<file path="config.mk">
export PLATFORM = sky130hd
export DESIGN_NAME = cfsd_top
export DESIGN_NICKNAME = d
export VERILOG_FILES = /design/src/include/cfsd_pkg.sv /design/src/include/cfsd_oct_if.sv /design/src/verilog/cfsd_top.sv /design/src/verilog/cfsd_octet_asm.sv
export VERILOG_INCLUDE_DIRS = /design/src /design/src/include
export SDC_FILE = /design/constraint.sdc
export NUM_CORES = 1
export LEC_CHECK = 0
export BUFFER_PORTS_ARGS = -buffer_cell sky130_fd_sc_hd__buf_2
export CAP_MARGIN = 15
export CORE_ASPECT_RATIO = 0.6
export CORE_MARGIN = 1
export CORE_UTILIZATION = 29
export DETAILED_ROUTE_END_ITERATION = 10
export GPL_TIMING_DRIVEN = 0
export MAX_ROUTING_LAYER = met4
export SLEW_MARGIN = 40
export SYNTH_ARGS = -nofsm -noshare
export SYNTH_HDL_FRONTEND = slang
export SYNTH_SLANG_ARGS = --single-unit
</file>
<file path="constraint.sdc">
create_clock -name core_clk -period 3.36 [get_ports core_clk]
set_input_delay 0.336 -clock core_clk [delete_from_list [all_inputs] [get_ports core_clk]]
set_output_delay 0.336 -clock core_clk [all_outputs]
set_load 0.01 [all_outputs]
</file>
<file path="src/include/cfsd_defines.svh">
// Purpose: Constants of the configurable frame delimiter detector
// Assumes: Included by its bare name
// Notes: Offsets, field positions, reset values and symbol and length constants
`ifndef CFSD_DEFINES_SVH
`define CFSD_DEFINES_SVH

// ==========================================================
// Register map
`define CFSD_DELIM_OFS 8'h0b
`define CFSD_DELIM_RST 8'ha7
`define CFSD_DELIM_MSB 7
`define CFSD_DELIM_LSB 0

// ==========================================================
// Symbol and header fields
`define CFSD_LO_MSB 3
`define CFSD_HI_LSB 4
`define CFSD_PHR_LEN_MSB 6
`define CFSD_PREAMBLE_SYM 4'h0
`define CFSD_LEN_ZERO 7'h00
`define CFSD_LEN_ONE 7'h01

`endif

</file>
<file path="src/include/cfsd_pkg.sv">
// Purpose: Shared types of the frame delimiter detector
// Assumes: Nothing
// Notes: Constants live in cfsd_defines.svh
package cfsd_pkg;
	typedef enum logic [2:0] {
		CFSD_IDLE,
		CFSD_HUNT_LO,
		CFSD_HUNT_HI,
		CFSD_PHR,
		CFSD_PAYLOAD
	} cfsd_state_t;

	typedef logic [7:0] cfsd_octet_t;
	typedef logic [3:0] cfsd_sym_t;
endpackage : cfsd_pkg

</file>
<file path="src/include/cfsd_oct_if.sv">
// Purpose: Symbol-to-octet link between detector and assembler
// Assumes: Single clock domain
// Notes: The detector clears the assembler at byte alignment
interface cfsd_oct_if;
	logic sym_valid;
	cfsd_pkg::cfsd_sym_t sym;
	logic clr;
	logic oct_valid;
	cfsd_pkg::cfsd_octet_t octet;

	modport ctrl (output sym_valid, output sym, output clr,
		input oct_valid, input octet);
	modport asm (input sym_valid, input sym, input clr,
		output oct_valid, output octet);
endinterface : cfsd_oct_if

</file>
<file path="src/verilog/cfsd_top.sv">
// Purpose: Start-of-frame delimiter match and byte alignment
// Assumes: Symbols follow a detected synchronisation header
// Notes: Delimiter low symbol arrives first after preamble zeros
`include "cfsd_defines.svh"

module cfsd_top (
	input wire logic core_clk,
	input wire logic rst_b,
	input wire logic [7:0] reg_addr,
	input wire logic reg_wr_en,
	input wire logic [7:0] reg_wdata,
	output logic [7:0] reg_rdata,
	input wire logic sync_hdr_found,
	input wire logic sym_valid,
	input wire logic [3:0] sym_data,
	input wire logic rx_abort,
	input wire logic rx_start_irq_en,
	output logic rx_start_irq,
	output logic byte_aligned,
	output logic rx_busy,
	output logic fb_wr_en,
	output logic [7:0] fb_wr_data
);
	cfsd_oct_if oi ();

	cfsd_pkg::cfsd_state_t state_r;
	cfsd_pkg::cfsd_state_t state_nxt;
	cfsd_pkg::cfsd_octet_t delim_r;
	cfsd_pkg::cfsd_octet_t delim_nxt;
	cfsd_pkg::cfsd_octet_t active_r;
	cfsd_pkg::cfsd_octet_t active_nxt;
	cfsd_pkg::cfsd_octet_t rdata_r;
	cfsd_pkg::cfsd_octet_t rdata_nxt;
	logic [6:0] remain_r;
	logic [6:0] remain_nxt;
	logic irq_r;
	logic irq_nxt;
	logic aligned_r;
	logic aligned_nxt;
	logic fb_en_r;
	logic fb_en_nxt;
	cfsd_pkg::cfsd_octet_t fb_data_r;
	cfsd_pkg::cfsd_octet_t fb_data_nxt;
	logic delim_wr;

	function automatic logic phr_ok(input cfsd_pkg::cfsd_octet_t phr);
		phr_ok = phr[`CFSD_PHR_LEN_MSB:0] != `CFSD_LEN_ZERO;
	endfunction : phr_ok

	// ======================================================
	// Delimiter register
	assign delim_wr = reg_wr_en && (reg_addr == `CFSD_DELIM_OFS);

	always_comb begin
		delim_nxt = delim_r;
		if (delim_wr) begin
			delim_nxt = reg_wdata[`CFSD_DELIM_MSB:`CFSD_DELIM_LSB];
		end
		rdata_nxt = (reg_addr == `CFSD_DELIM_OFS) ? delim_r : 8'h00;
	end

	always_ff @(posedge core_clk or negedge rst_b) begin
		if (!rst_b) begin
			delim_r <= `CFSD_DELIM_RST;
			rdata_r <= 8'h00;
		end else begin
			delim_r <= delim_nxt;
			rdata_r <= rdata_nxt;
		end
	end

	assign reg_rdata = rdata_r;

	// ======================================================
	// Frame sequencing
	assign oi.sym_valid = sym_valid;
	assign oi.sym = sym_data;
	assign oi.clr = (state_r != cfsd_pkg::CFSD_PHR)
		&& (state_r != cfsd_pkg::CFSD_PAYLOAD);

	always_comb begin
		state_nxt = state_r;
		active_nxt = active_r;
		remain_nxt = remain_r;
		irq_nxt = 1'b0;
		aligned_nxt = aligned_r;
		fb_en_nxt = 1'b0;
		fb_data_nxt = fb_data_r;
		if (rx_abort) begin
			state_nxt = cfsd_pkg::CFSD_IDLE;
			aligned_nxt = 1'b0;
		end else begin
			unique case (state_r)
				cfsd_pkg::CFSD_IDLE: begin
					if (sync_hdr_found) begin
						active_nxt = delim_r;
						state_nxt = cfsd_pkg::CFSD_HUNT_LO;
					end
				end
				cfsd_pkg::CFSD_HUNT_LO: begin
					// Preamble zeros are skipped, hence the advice
					// of a nonzero low nibble
					if (sym_valid && sym_data != `CFSD_PREAMBLE_SYM) begin
						if (sym_data == active_r[`CFSD_LO_MSB:0]) begin
							state_nxt = cfsd_pkg::CFSD_HUNT_HI;
						end else begin
							state_nxt = cfsd_pkg::CFSD_IDLE;
						end
					end
				end
				cfsd_pkg::CFSD_HUNT_HI: begin
					if (sym_valid) begin
						if (sym_data == active_r[7:`CFSD_HI_LSB]) begin
							state_nxt = cfsd_pkg::CFSD_PHR;
							aligned_nxt = 1'b1;
						end else begin
							state_nxt = cfsd_pkg::CFSD_IDLE;
						end
					end
				end
				cfsd_pkg::CFSD_PHR: begin
					if (oi.oct_valid) begin
						if (phr_ok(oi.octet)) begin
							irq_nxt = rx_start_irq_en;
							remain_nxt = oi.octet[`CFSD_PHR_LEN_MSB:0];
							state_nxt = cfsd_pkg::CFSD_PAYLOAD;
						end else begin
							state_nxt = cfsd_pkg::CFSD_IDLE;
							aligned_nxt = 1'b0;
						end
					end
				end
				cfsd_pkg::CFSD_PAYLOAD: begin
					if (oi.oct_valid) begin
						fb_en_nxt = 1'b1;
						fb_data_nxt = oi.octet;
						remain_nxt = remain_r - `CFSD_LEN_ONE;
						if (remain_r == `CFSD_LEN_ONE) begin
							state_nxt = cfsd_pkg::CFSD_IDLE;
							aligned_nxt = 1'b0;
						end
					end
				end
			endcase
		end
	end

	always_ff @(posedge core_clk or negedge rst_b) begin
		if (!rst_b) begin
			state_r <= cfsd_pkg::CFSD_IDLE;
			active_r <= `CFSD_DELIM_RST;
			remain_r <= 7'h00;
			irq_r <= 1'b0;
			aligned_r <= 1'b0;
			fb_en_r <= 1'b0;
			fb_data_r <= 8'h00;
		end else begin
			state_r <= state_nxt;
			active_r <= active_nxt;
			remain_r <= remain_nxt;
			irq_r <= irq_nxt;
			aligned_r <= aligned_nxt;
			fb_en_r <= fb_en_nxt;
			fb_data_r <= fb_data_nxt;
		end
	end

	cfsd_octet_asm u_asm (
		.core_clk(core_clk),
		.rst_b(rst_b),
		.oi(oi.asm)
	);

	assign rx_start_irq = irq_r;
	assign byte_aligned = aligned_r;
	assign rx_busy = state_r != cfsd_pkg::CFSD_IDLE;
	assign fb_wr_en = fb_en_r;
	assign fb_wr_data = fb_data_r;

	// ======================================================
	// Checks
	a_delim_write: assert property (@(posedge core_clk) disable iff (!rst_b)
		delim_wr |=> delim_r == $past(reg_wdata))
		else $error("Delimiter write not stored");

	a_delim_hold: assert property (@(posedge core_clk) disable iff (!rst_b)
		!delim_wr |=> $stable(delim_r))
		else $error("Delimiter changed without write");

	a_active_frozen: assert property (@(posedge core_clk)
		disable iff (!rst_b)
		(state_r != cfsd_pkg::CFSD_IDLE)
		&& ($past(state_r) != cfsd_pkg::CFSD_IDLE)
		|-> $stable(active_r))
		else $error("Active delimiter changed mid frame");

	a_align_match: assert property (@(posedge core_clk) disable iff (!rst_b)
		(state_r == cfsd_pkg::CFSD_HUNT_HI) && sym_valid && !rx_abort
		&& (sym_data == active_r[7:4]) |=> byte_aligned)
		else $error("Matching delimiter not aligned");

	a_mismatch_drop: assert property (@(posedge core_clk)
		disable iff (!rst_b)
		(state_r == cfsd_pkg::CFSD_HUNT_HI) && sym_valid
		&& (sym_data != active_r[7:4])
		|=> (state_r == cfsd_pkg::CFSD_IDLE) && !byte_aligned)
		else $error("Foreign delimiter not ignored");

	a_fb_payload: assert property (@(posedge core_clk) disable iff (!rst_b)
		fb_wr_en |-> $past(state_r) == cfsd_pkg::CFSD_PAYLOAD)
		else $error("Buffer written outside payload");

	a_irq_cause: assert property (@(posedge core_clk) disable iff (!rst_b)
		rx_start_irq |-> $past(rx_start_irq_en)
		&& ($past(state_r) == cfsd_pkg::CFSD_PHR)
		&& (state_r == cfsd_pkg::CFSD_PAYLOAD))
		else $error("Receive start without valid header");

	a_irq_pulse: assert property (@(posedge core_clk) disable iff (!rst_b)
		rx_start_irq |=> !rx_start_irq)
		else $error("Receive start longer than one cycle");

	c_frame_ok: cover property (@(posedge core_clk) disable iff (!rst_b)
		rx_start_irq ##[1:300] fb_wr_en);
	c_foreign: cover property (@(posedge core_clk) disable iff (!rst_b)
		(state_r == cfsd_pkg::CFSD_HUNT_HI) ##1
		(state_r == cfsd_pkg::CFSD_IDLE));
	c_new_delim: cover property (@(posedge core_clk) disable iff (!rst_b)
		delim_wr && (reg_wdata != 8'ha7) ##[1:300] byte_aligned);
endmodule : cfsd_top

</file>
<file path="src/verilog/cfsd_octet_asm.sv">
// Purpose: Pairs received symbols into octets, low symbol first
// Assumes: Symbols are synchronous single-cycle strobes
// Notes: Clear restarts pairing on the next symbol
`include "cfsd_defines.svh"

module cfsd_octet_asm (
	input wire logic core_clk,
	input wire logic rst_b,
	cfsd_oct_if.asm oi
);
	logic half_r;
	logic half_nxt;
	cfsd_pkg::cfsd_sym_t lo_r;
	cfsd_pkg::cfsd_sym_t lo_nxt;
	logic oct_valid_r;
	logic oct_valid_nxt;
	cfsd_pkg::cfsd_octet_t octet_r;
	cfsd_pkg::cfsd_octet_t octet_nxt;

	// ======================================================
	// Pairing
	always_comb begin
		half_nxt = half_r;
		lo_nxt = lo_r;
		oct_valid_nxt = 1'b0;
		octet_nxt = octet_r;
		if (oi.clr) begin
			half_nxt = 1'b0;
		end else if (oi.sym_valid) begin
			if (!half_r) begin
				lo_nxt = oi.sym;
				half_nxt = 1'b1;
			end else begin
				octet_nxt = {oi.sym, lo_r};
				oct_valid_nxt = 1'b1;
				half_nxt = 1'b0;
			end
		end
	end

	always_ff @(posedge core_clk or negedge rst_b) begin
		if (!rst_b) begin
			half_r <= 1'b0;
			lo_r <= 4'h0;
			oct_valid_r <= 1'b0;
			octet_r <= 8'h00;
		end else begin
			half_r <= half_nxt;
			lo_r <= lo_nxt;
			oct_valid_r <= oct_valid_nxt;
			octet_r <= octet_nxt;
		end
	end

	assign oi.oct_valid = oct_valid_r;
	assign oi.octet = octet_r;

	a_octet_pair: assert property (@(posedge core_clk) disable iff (!rst_b)
		oct_valid_r |-> $past(half_r) && !$past(oi.clr))
		else $error("Octet produced without two symbols");
endmodule : cfsd_octet_asm

</file>
==> run metrics, run 1 <==
outcome complete, no violations; wire length on met3 between 300 and 400 um; final worst slack 1390 ps; # setup viols final 0; Via density 4.83; DRT iter0 DRCs between 80 and 90; GRT overflow 0; vias post-DR 1877; P per Cell Area about 520 nW/um^2; nets around 300; row count 26; Clock Pin Slew Worst Setup and Hold Paths approximately 50 ps; Die ar. 9670 sq um; Highest Signal Layer met4; Register Area around 1500 sq um; Worst Path Arrival around 2200 ps; Buf/Inv on CP 0; initial antenna violation count 0; fin util 38.8%; fmax around 500 MHz; TritonRoute pass-1 iters 4; Worst-Margin Slew roughly 530 ps; Final Cell Area 3400 sq um; Final HPWL DP 4130 um; DR WL/cell roughly 15 um; CP max FO 5; fillcell total 825; relative slew slack ~65%; CP top delay family simple AND/OR/NAND/NOR gates; DRC Markers 0; Area after DPL about 3000 sq um; first-pass GRT wire length between 9000 and 10000 um; Worst setup SP type flip-flop; Chip Width between 100 and 150 um; met1 WL 3140 um; max cap viols 0; crit share post-route 58.6%; CTS Root Cell clkbuf_16; Multi-input gate area 1140 sq um; Die Span Y ~77 um; Worst Hold Class primary input to flip-flop; CORE AREA approximately 9000 sq um; Critical-path top delay cell nor4_1; pins over their slew limit 0; clk_lat worst skew roughly 330 ps; RSZ-0062 raised after global routing no; Final min period about 2000 ps; Synth Cell Area 2690 sq um; CP required 3570 ps; P_leak 1.66 nW; worst vdd ir 217 uV; Clock Path Buffers 2; largest net degree at the start of global routing 60; H-Tree Level Count 3; layout cells sized above 1 43.7%; share of flip-flops with an asynchronous set or reset 100%; cell taking the most area after synthesis dfrtp_1; Crit Path Class flip-flop to flip-flop; DR WL met2 roughly 2300 um; Synth top area share 45.6%; cts bufs inserted 9; TritonCTS clock tree yes; Avg Inst Size Synth about 13 sq um; I/O pin count 47; pre-CTS WS around 1400 ps; final wirelength 5790 um; count of input and output buffers 46; CTS sink count between 50 and 60; Initial Utilization 30.7%; crit-path cells nor4_1 > a211oi_1 > nor2_1 > mux2_2; Seq/Total Area, Yosys ~55%; syn_nets 242; Hold Vio Cnt, Final 0; yosys warns 0; Post-synth EDFFs 0; Critical Path Sink Type flip-flop; number of global-route vias before repair 1862; RePlAce Congestion 0.840; ys flop type dfrtp_1; Synth area leaders dfrtp_1 46%, mux2_2 16%, dfstp_2 9.8%, and2_1 2.1%, xnor2_1 1.6%; setup_tns 0 ps; Global Route Usage Sum approximately 14%; ANT cells 0; flops & latches, synth around 60; clk_skew about 9.1 ps; Area Growth Syn to Fin 26.4%; Gate Count Post-Synth ~210; Synth cell types between 40 and 50; CP peak stage delay slightly below 500 ps; Tot Pwr approximately 1.8 mW; post-route antenna net violation count 0
metal layers:
metal / GRT usage, % / vias up
met2: 16.1 / 57
met1: 20.6 / 914
met3: 5.69 / 6
met5: - / -
met4: 4.46 / 0
li1: - / 900
layout by cell type, fill, tap and decap left out, types with 2 or more instances in the layout:
cell type	n
o2111ai_1	2
and3b_1	2
mux2_2	38
nand2b_1	5
and2_1	9
o2bb2ai_1	4
nor2_1	7
xor2_1	4
clkbuf_16	9
nand2_1	6
xnor2_1	5
ha_1	2
nand3_1	2
or4_1	2
a21oi_1	7
dfrtp_1	49
a22oi_1	2
nand4_1	3
inv_1	6
or3_1	4
buf_4	2
nor3_1	8
clkbuf_1	2
buf_2	49
nor4_1	3
o22ai_1	3
o21ai_0	6
clkbuf_8	2
dfstp_2	10
cell usage after synthesis (4+ instances only):
cell / count
nor2_1: 7
nand2_1: 6
mux2_2: 38
inv_1: 6
dfrtp_1: 49
nand2b_1: 5
xor2_1: 4
or3_1: 4
nor3_1: 8
and2_1: 9
buf_2: 4
o21ai_0: 6
xnor2_1: 5
o2bb2ai_1: 4
a21oi_1: 7
dfstp_2: 10
where the power goes:
part | total [mW] | switching [mW] | internal (mW)
combinational | 0.0989 | 0.0513 | 0.0476
sequential | 0.750 | 0.0132 | 0.737
clock | 0.926 | 0.311 | 0.615
area by class of cell:
cell class	count	area share (%)
Timing Repair Buffer	48	7.73
Buffer	6	1.14
Inverter	6	0.663
Clock buffer	13	7.66
Tap cell	112	4.13
Clock inverter	3	1.36
Sequential cell	59	43.8
Multi-Input combinational cell	142	33.5
stage by stage:
stage          instances  hold WS [ps]
2_1_floorplan        213          40.4
3_3_place_gp         371           488
3_5_place_dp         371           454
4_1_cts              387           104
5_1_grt              389           208
6_report             389           220
what timing repair did:
item,4_1_cts,5_1_grt
endpoints found under the setup margin,0,0
hold endpoints to repair,0,14
setup buffers,0,0
hold buffers,0,1
resized for setup,0,0
worst paths after layout:
kind                                        start                  to  slack, ps  cells past startpoint
max in group asynchronous                   rst_b          delim_r[1]       2400                      3
worst min register to register         delim_r[4]        reg_rdata[4]        500                      1
worst min-delay path              rx_start_irq_en        rx_start_irq        220                      2
worst max-delay path            u_asm.oi.octet[3]         remain_r[1]       1390                      4
min in group asynchronous                   rst_b  u_asm.oi.oct_valid        410                      2
worst max register to register  u_asm.oi.octet[3]         remain_r[1]       1390                      4
state kept, by name (all words and copies together) (netlist names):
register            cells
u_asm.oi.oct_valid      1
u_asm.half_r            1
reg_rdata               8
u_asm.oi.octet          8
fb_wr_en                1
active_r                8
u_asm.lo_r              4
byte_aligned            1
delim_r                 8
state_r                 3
fb_wr_data              8
remain_r                7
rx_start_irq            1
kinds of logic after synthesis:
family,synth area share (%)
AOI/OAI and AO/OA,8.80
xor gates and xnor gates,2.93
and+or+nand+nor,13.7
adders and majority gates,0.931
DFF,55.4
buffers and inverters,2.28
muxes,15.9
Note: power is estimated with default switching activity, not from simulation.
==> run 2, diff against run 1 <==
clock period = 2 ns   (was 3.36 ns; I/O delays follow)
==> run 2 against run 1 <==
- global-route usage about the same
- fmax up 4.3%
- via count down 0.27%
- total power up 68%
- clock power up 68%
- core utilization down 0.057 points
- worst setup slack worse by 1300 ps
- critical path depth up 1
- sequential share of layout area up 0.065 points
==> run metrics, run 2 (same netlist as run 1, synthesis figures left out) <==
outcome complete, no violations; final wirelength 5750 um (-0.67%); Initial Utilization 30.7% (unchanged); Crit Path Class flip-flop to flip-flop; CP max FO 10 (+5); pins over their slew limit 0 (unchanged); worst vdd ir 365 uV (+68%); count of input and output buffers 46 (unchanged); Worst Path Arrival 2100 ps (-80 ps); Via density 4.82 (about the same); Chip Width 126 um (unchanged); CTS sink count 59 (unchanged); largest net degree at the start of global routing 60 (unchanged); relative slew slack 64.9% (+0.071 points); TritonRoute pass-1 iters 4 (unchanged); DRT iter0 DRCs 85 (-2.3%); pre-CTS WS 61.1 ps (-1300 ps); Clock Path Buffers 2 (unchanged); CTS Root Cell clkbuf_16; Internal 2.35 mW (+68%); Worst-Margin Slew 525 ps (-1.06 ps); ANT cells 0 (unchanged); H-Tree Level Count 3 (unchanged); Worst setup SP type flip-flop; fmax 529 MHz (+4.3%); TritonCTS clock tree yes; RePlAce Congestion 0.840 (unchanged); CORE AREA 8750 sq um (unchanged); layout cells sized above 1 44.6% (+0.88 points); Final min period 1890 ps (-80.6 ps); P_leak 1.65 nW (-0.37%); Clock Power Share 52.3% (about the same); setup_tns 0 ps (unchanged); cts bufs inserted 9 (unchanged); dpl cells 371 (unchanged); Global Route Usage Sum 13.9% (+0.016 points); nets 300 (-0.33%); Hold Vio Cnt, Final 0 (unchanged); P per Cell Area 878 nW/um^2 (+68%); crit share post-route 94.5% (+36 points); first-pass GRT wire length 9780 um (+0.14%); Final HPWL DP 4130 um (unchanged); DRC Markers 0 (unchanged); post-route antenna net violation count 0 (unchanged); number of global-route vias before repair 1865 (+0.16%); I/O pin count 47 (unchanged); combinational share of power 5.4% (-0.2 points); # setup viols final 0 (unchanged); initial antenna violation count 0 (unchanged); GRT overflow 0 (unchanged); clk_lat worst skew 330 ps (about the same); share of power burned in registers 42.3% (about the same); commonest non-fill, non-tap cells in the layout 49 x buf_2, 49 x dfrtp_1, 38 x mux2_2, 10 x dfstp_2; non-filler cells, final 388 (-0.26%); Die Span Y 76.6 um (unchanged); Psw 631 uW (+68%); final worst slack 110 ps (-1280 ps); switching share of total power 21.2% (about the same); FF-to-FF setup slack 110 ps (-1280 ps); row count 26 (unchanged); DR WL/cell 14.8 um (-0.42%); clk_skew 9.07 ps (-0.0174 ps); Die ar. 9670 sq um (unchanged); Area Growth Syn to Fin 26.2%; Clock Pin Slew Worst Setup and Hold Paths 50 ps (about the same); max cap viols 0 (unchanged); RSZ-0062 raised after global routing no; Critical Path Sink Type flip-flop; CP required 2210 ps (-1360 ps); Worst Hold Class primary input to flip-flop; vias post-DR 1872 (-0.27%)
==> run 2: cell count changes in the layout (fill, tap and decap cells not counted) <==
cell    previous run  this run
nor2_1             7         5
nor2_2             1         3
buf_12             1         0
buf_4              2         1
buf_6              1         2
nor4_1             3         2
nor4_2             0         1
==> run 2: power groups by stage <==
stage	clock (mW)	sequential [mW]	combinational [mW]
floorplan	0	1.27	0.0846
finish	1.56	1.26	0.161
global placement	0	1.28	0.158
detailed placement	0	1.28	0.161
global route	1.65	1.26	0.182
CTS	1.59	1.26	0.164
==> run 2: timing repair <==
| action | CTS | global route |
|---|---|---|
| setup buffers | 0 | 0 |
| gates resized for setup | 0 | 3 |
| endpoints found under the setup margin | 0 | 5 |
| hold buffers | 1 | 0 |
| hold endpoints to repair | 49 | 0 |
==> run 2: path summary, 6_finish.rpt <==
kind,startpoint,end,cells after the start
setup / recovery,state_r[1],u_asm.lo_r[1],5
max in group asynchronous,rst_b,delim_r[0],2
min in group asynchronous,rst_b,remain_r[3],2
hold reg to reg,delim_r[4],reg_rdata[4],1
setup reg to reg,state_r[1],u_asm.lo_r[1],5
hold / removal,rx_start_irq_en,rx_start_irq,2
==> run 2: critical path: stages, from the launching register on <==
cell and delay (ps):
dfrtp_1 370, buf_2 180, nor3b_2 420, o21ai_0 200
nor2_2 240, mux2_2 370
==> run 2: per-stage QoR <==
| step | total power, mW | hold slack, ps | utilization [%] | area (sq um) |
|---|---|---|---|---|
| after floorplan | 1.36 | -95.6 | - | 2690 |
| after global placement | 1.44 | 409 | 34.9 | 3060 |
| after detailed placement | 1.44 | 318 | 35.0 | 3060 |
| after CTS | 3.02 | 73.7 | 38.6 | 3380 |
| after global routing | 3.10 | 72.5 | 38.8 | 3390 |
| final | 2.98 | 84.5 | 38.8 | 3390 |
==> run 2: layout make-up <==
class                   count  area [sq um]
plain buffers               6          38.8
clock buffers              13           260
clock inverters             3          46.3
fillers                   824          5360
inverters                   6          22.5
multi-input cells         142          1150
flip-flops and latches     59          1490
well taps                 112           140
repair buffers             47           246
==> run 2: metal layers <==
| metal | global-route usage [%] | routed length, um | vias to the layer above |
|---|---|---|---|
| met5 | - | 0 | - |
| met4 | 4.46 | 37 | 0 |
| met3 | 5.76 | 350 | 6 |
| li1 | - | - | 900 |
| met1 | 20.6 | 3110 | 907 |
| met2 | 16.1 | 2250 | 59 |
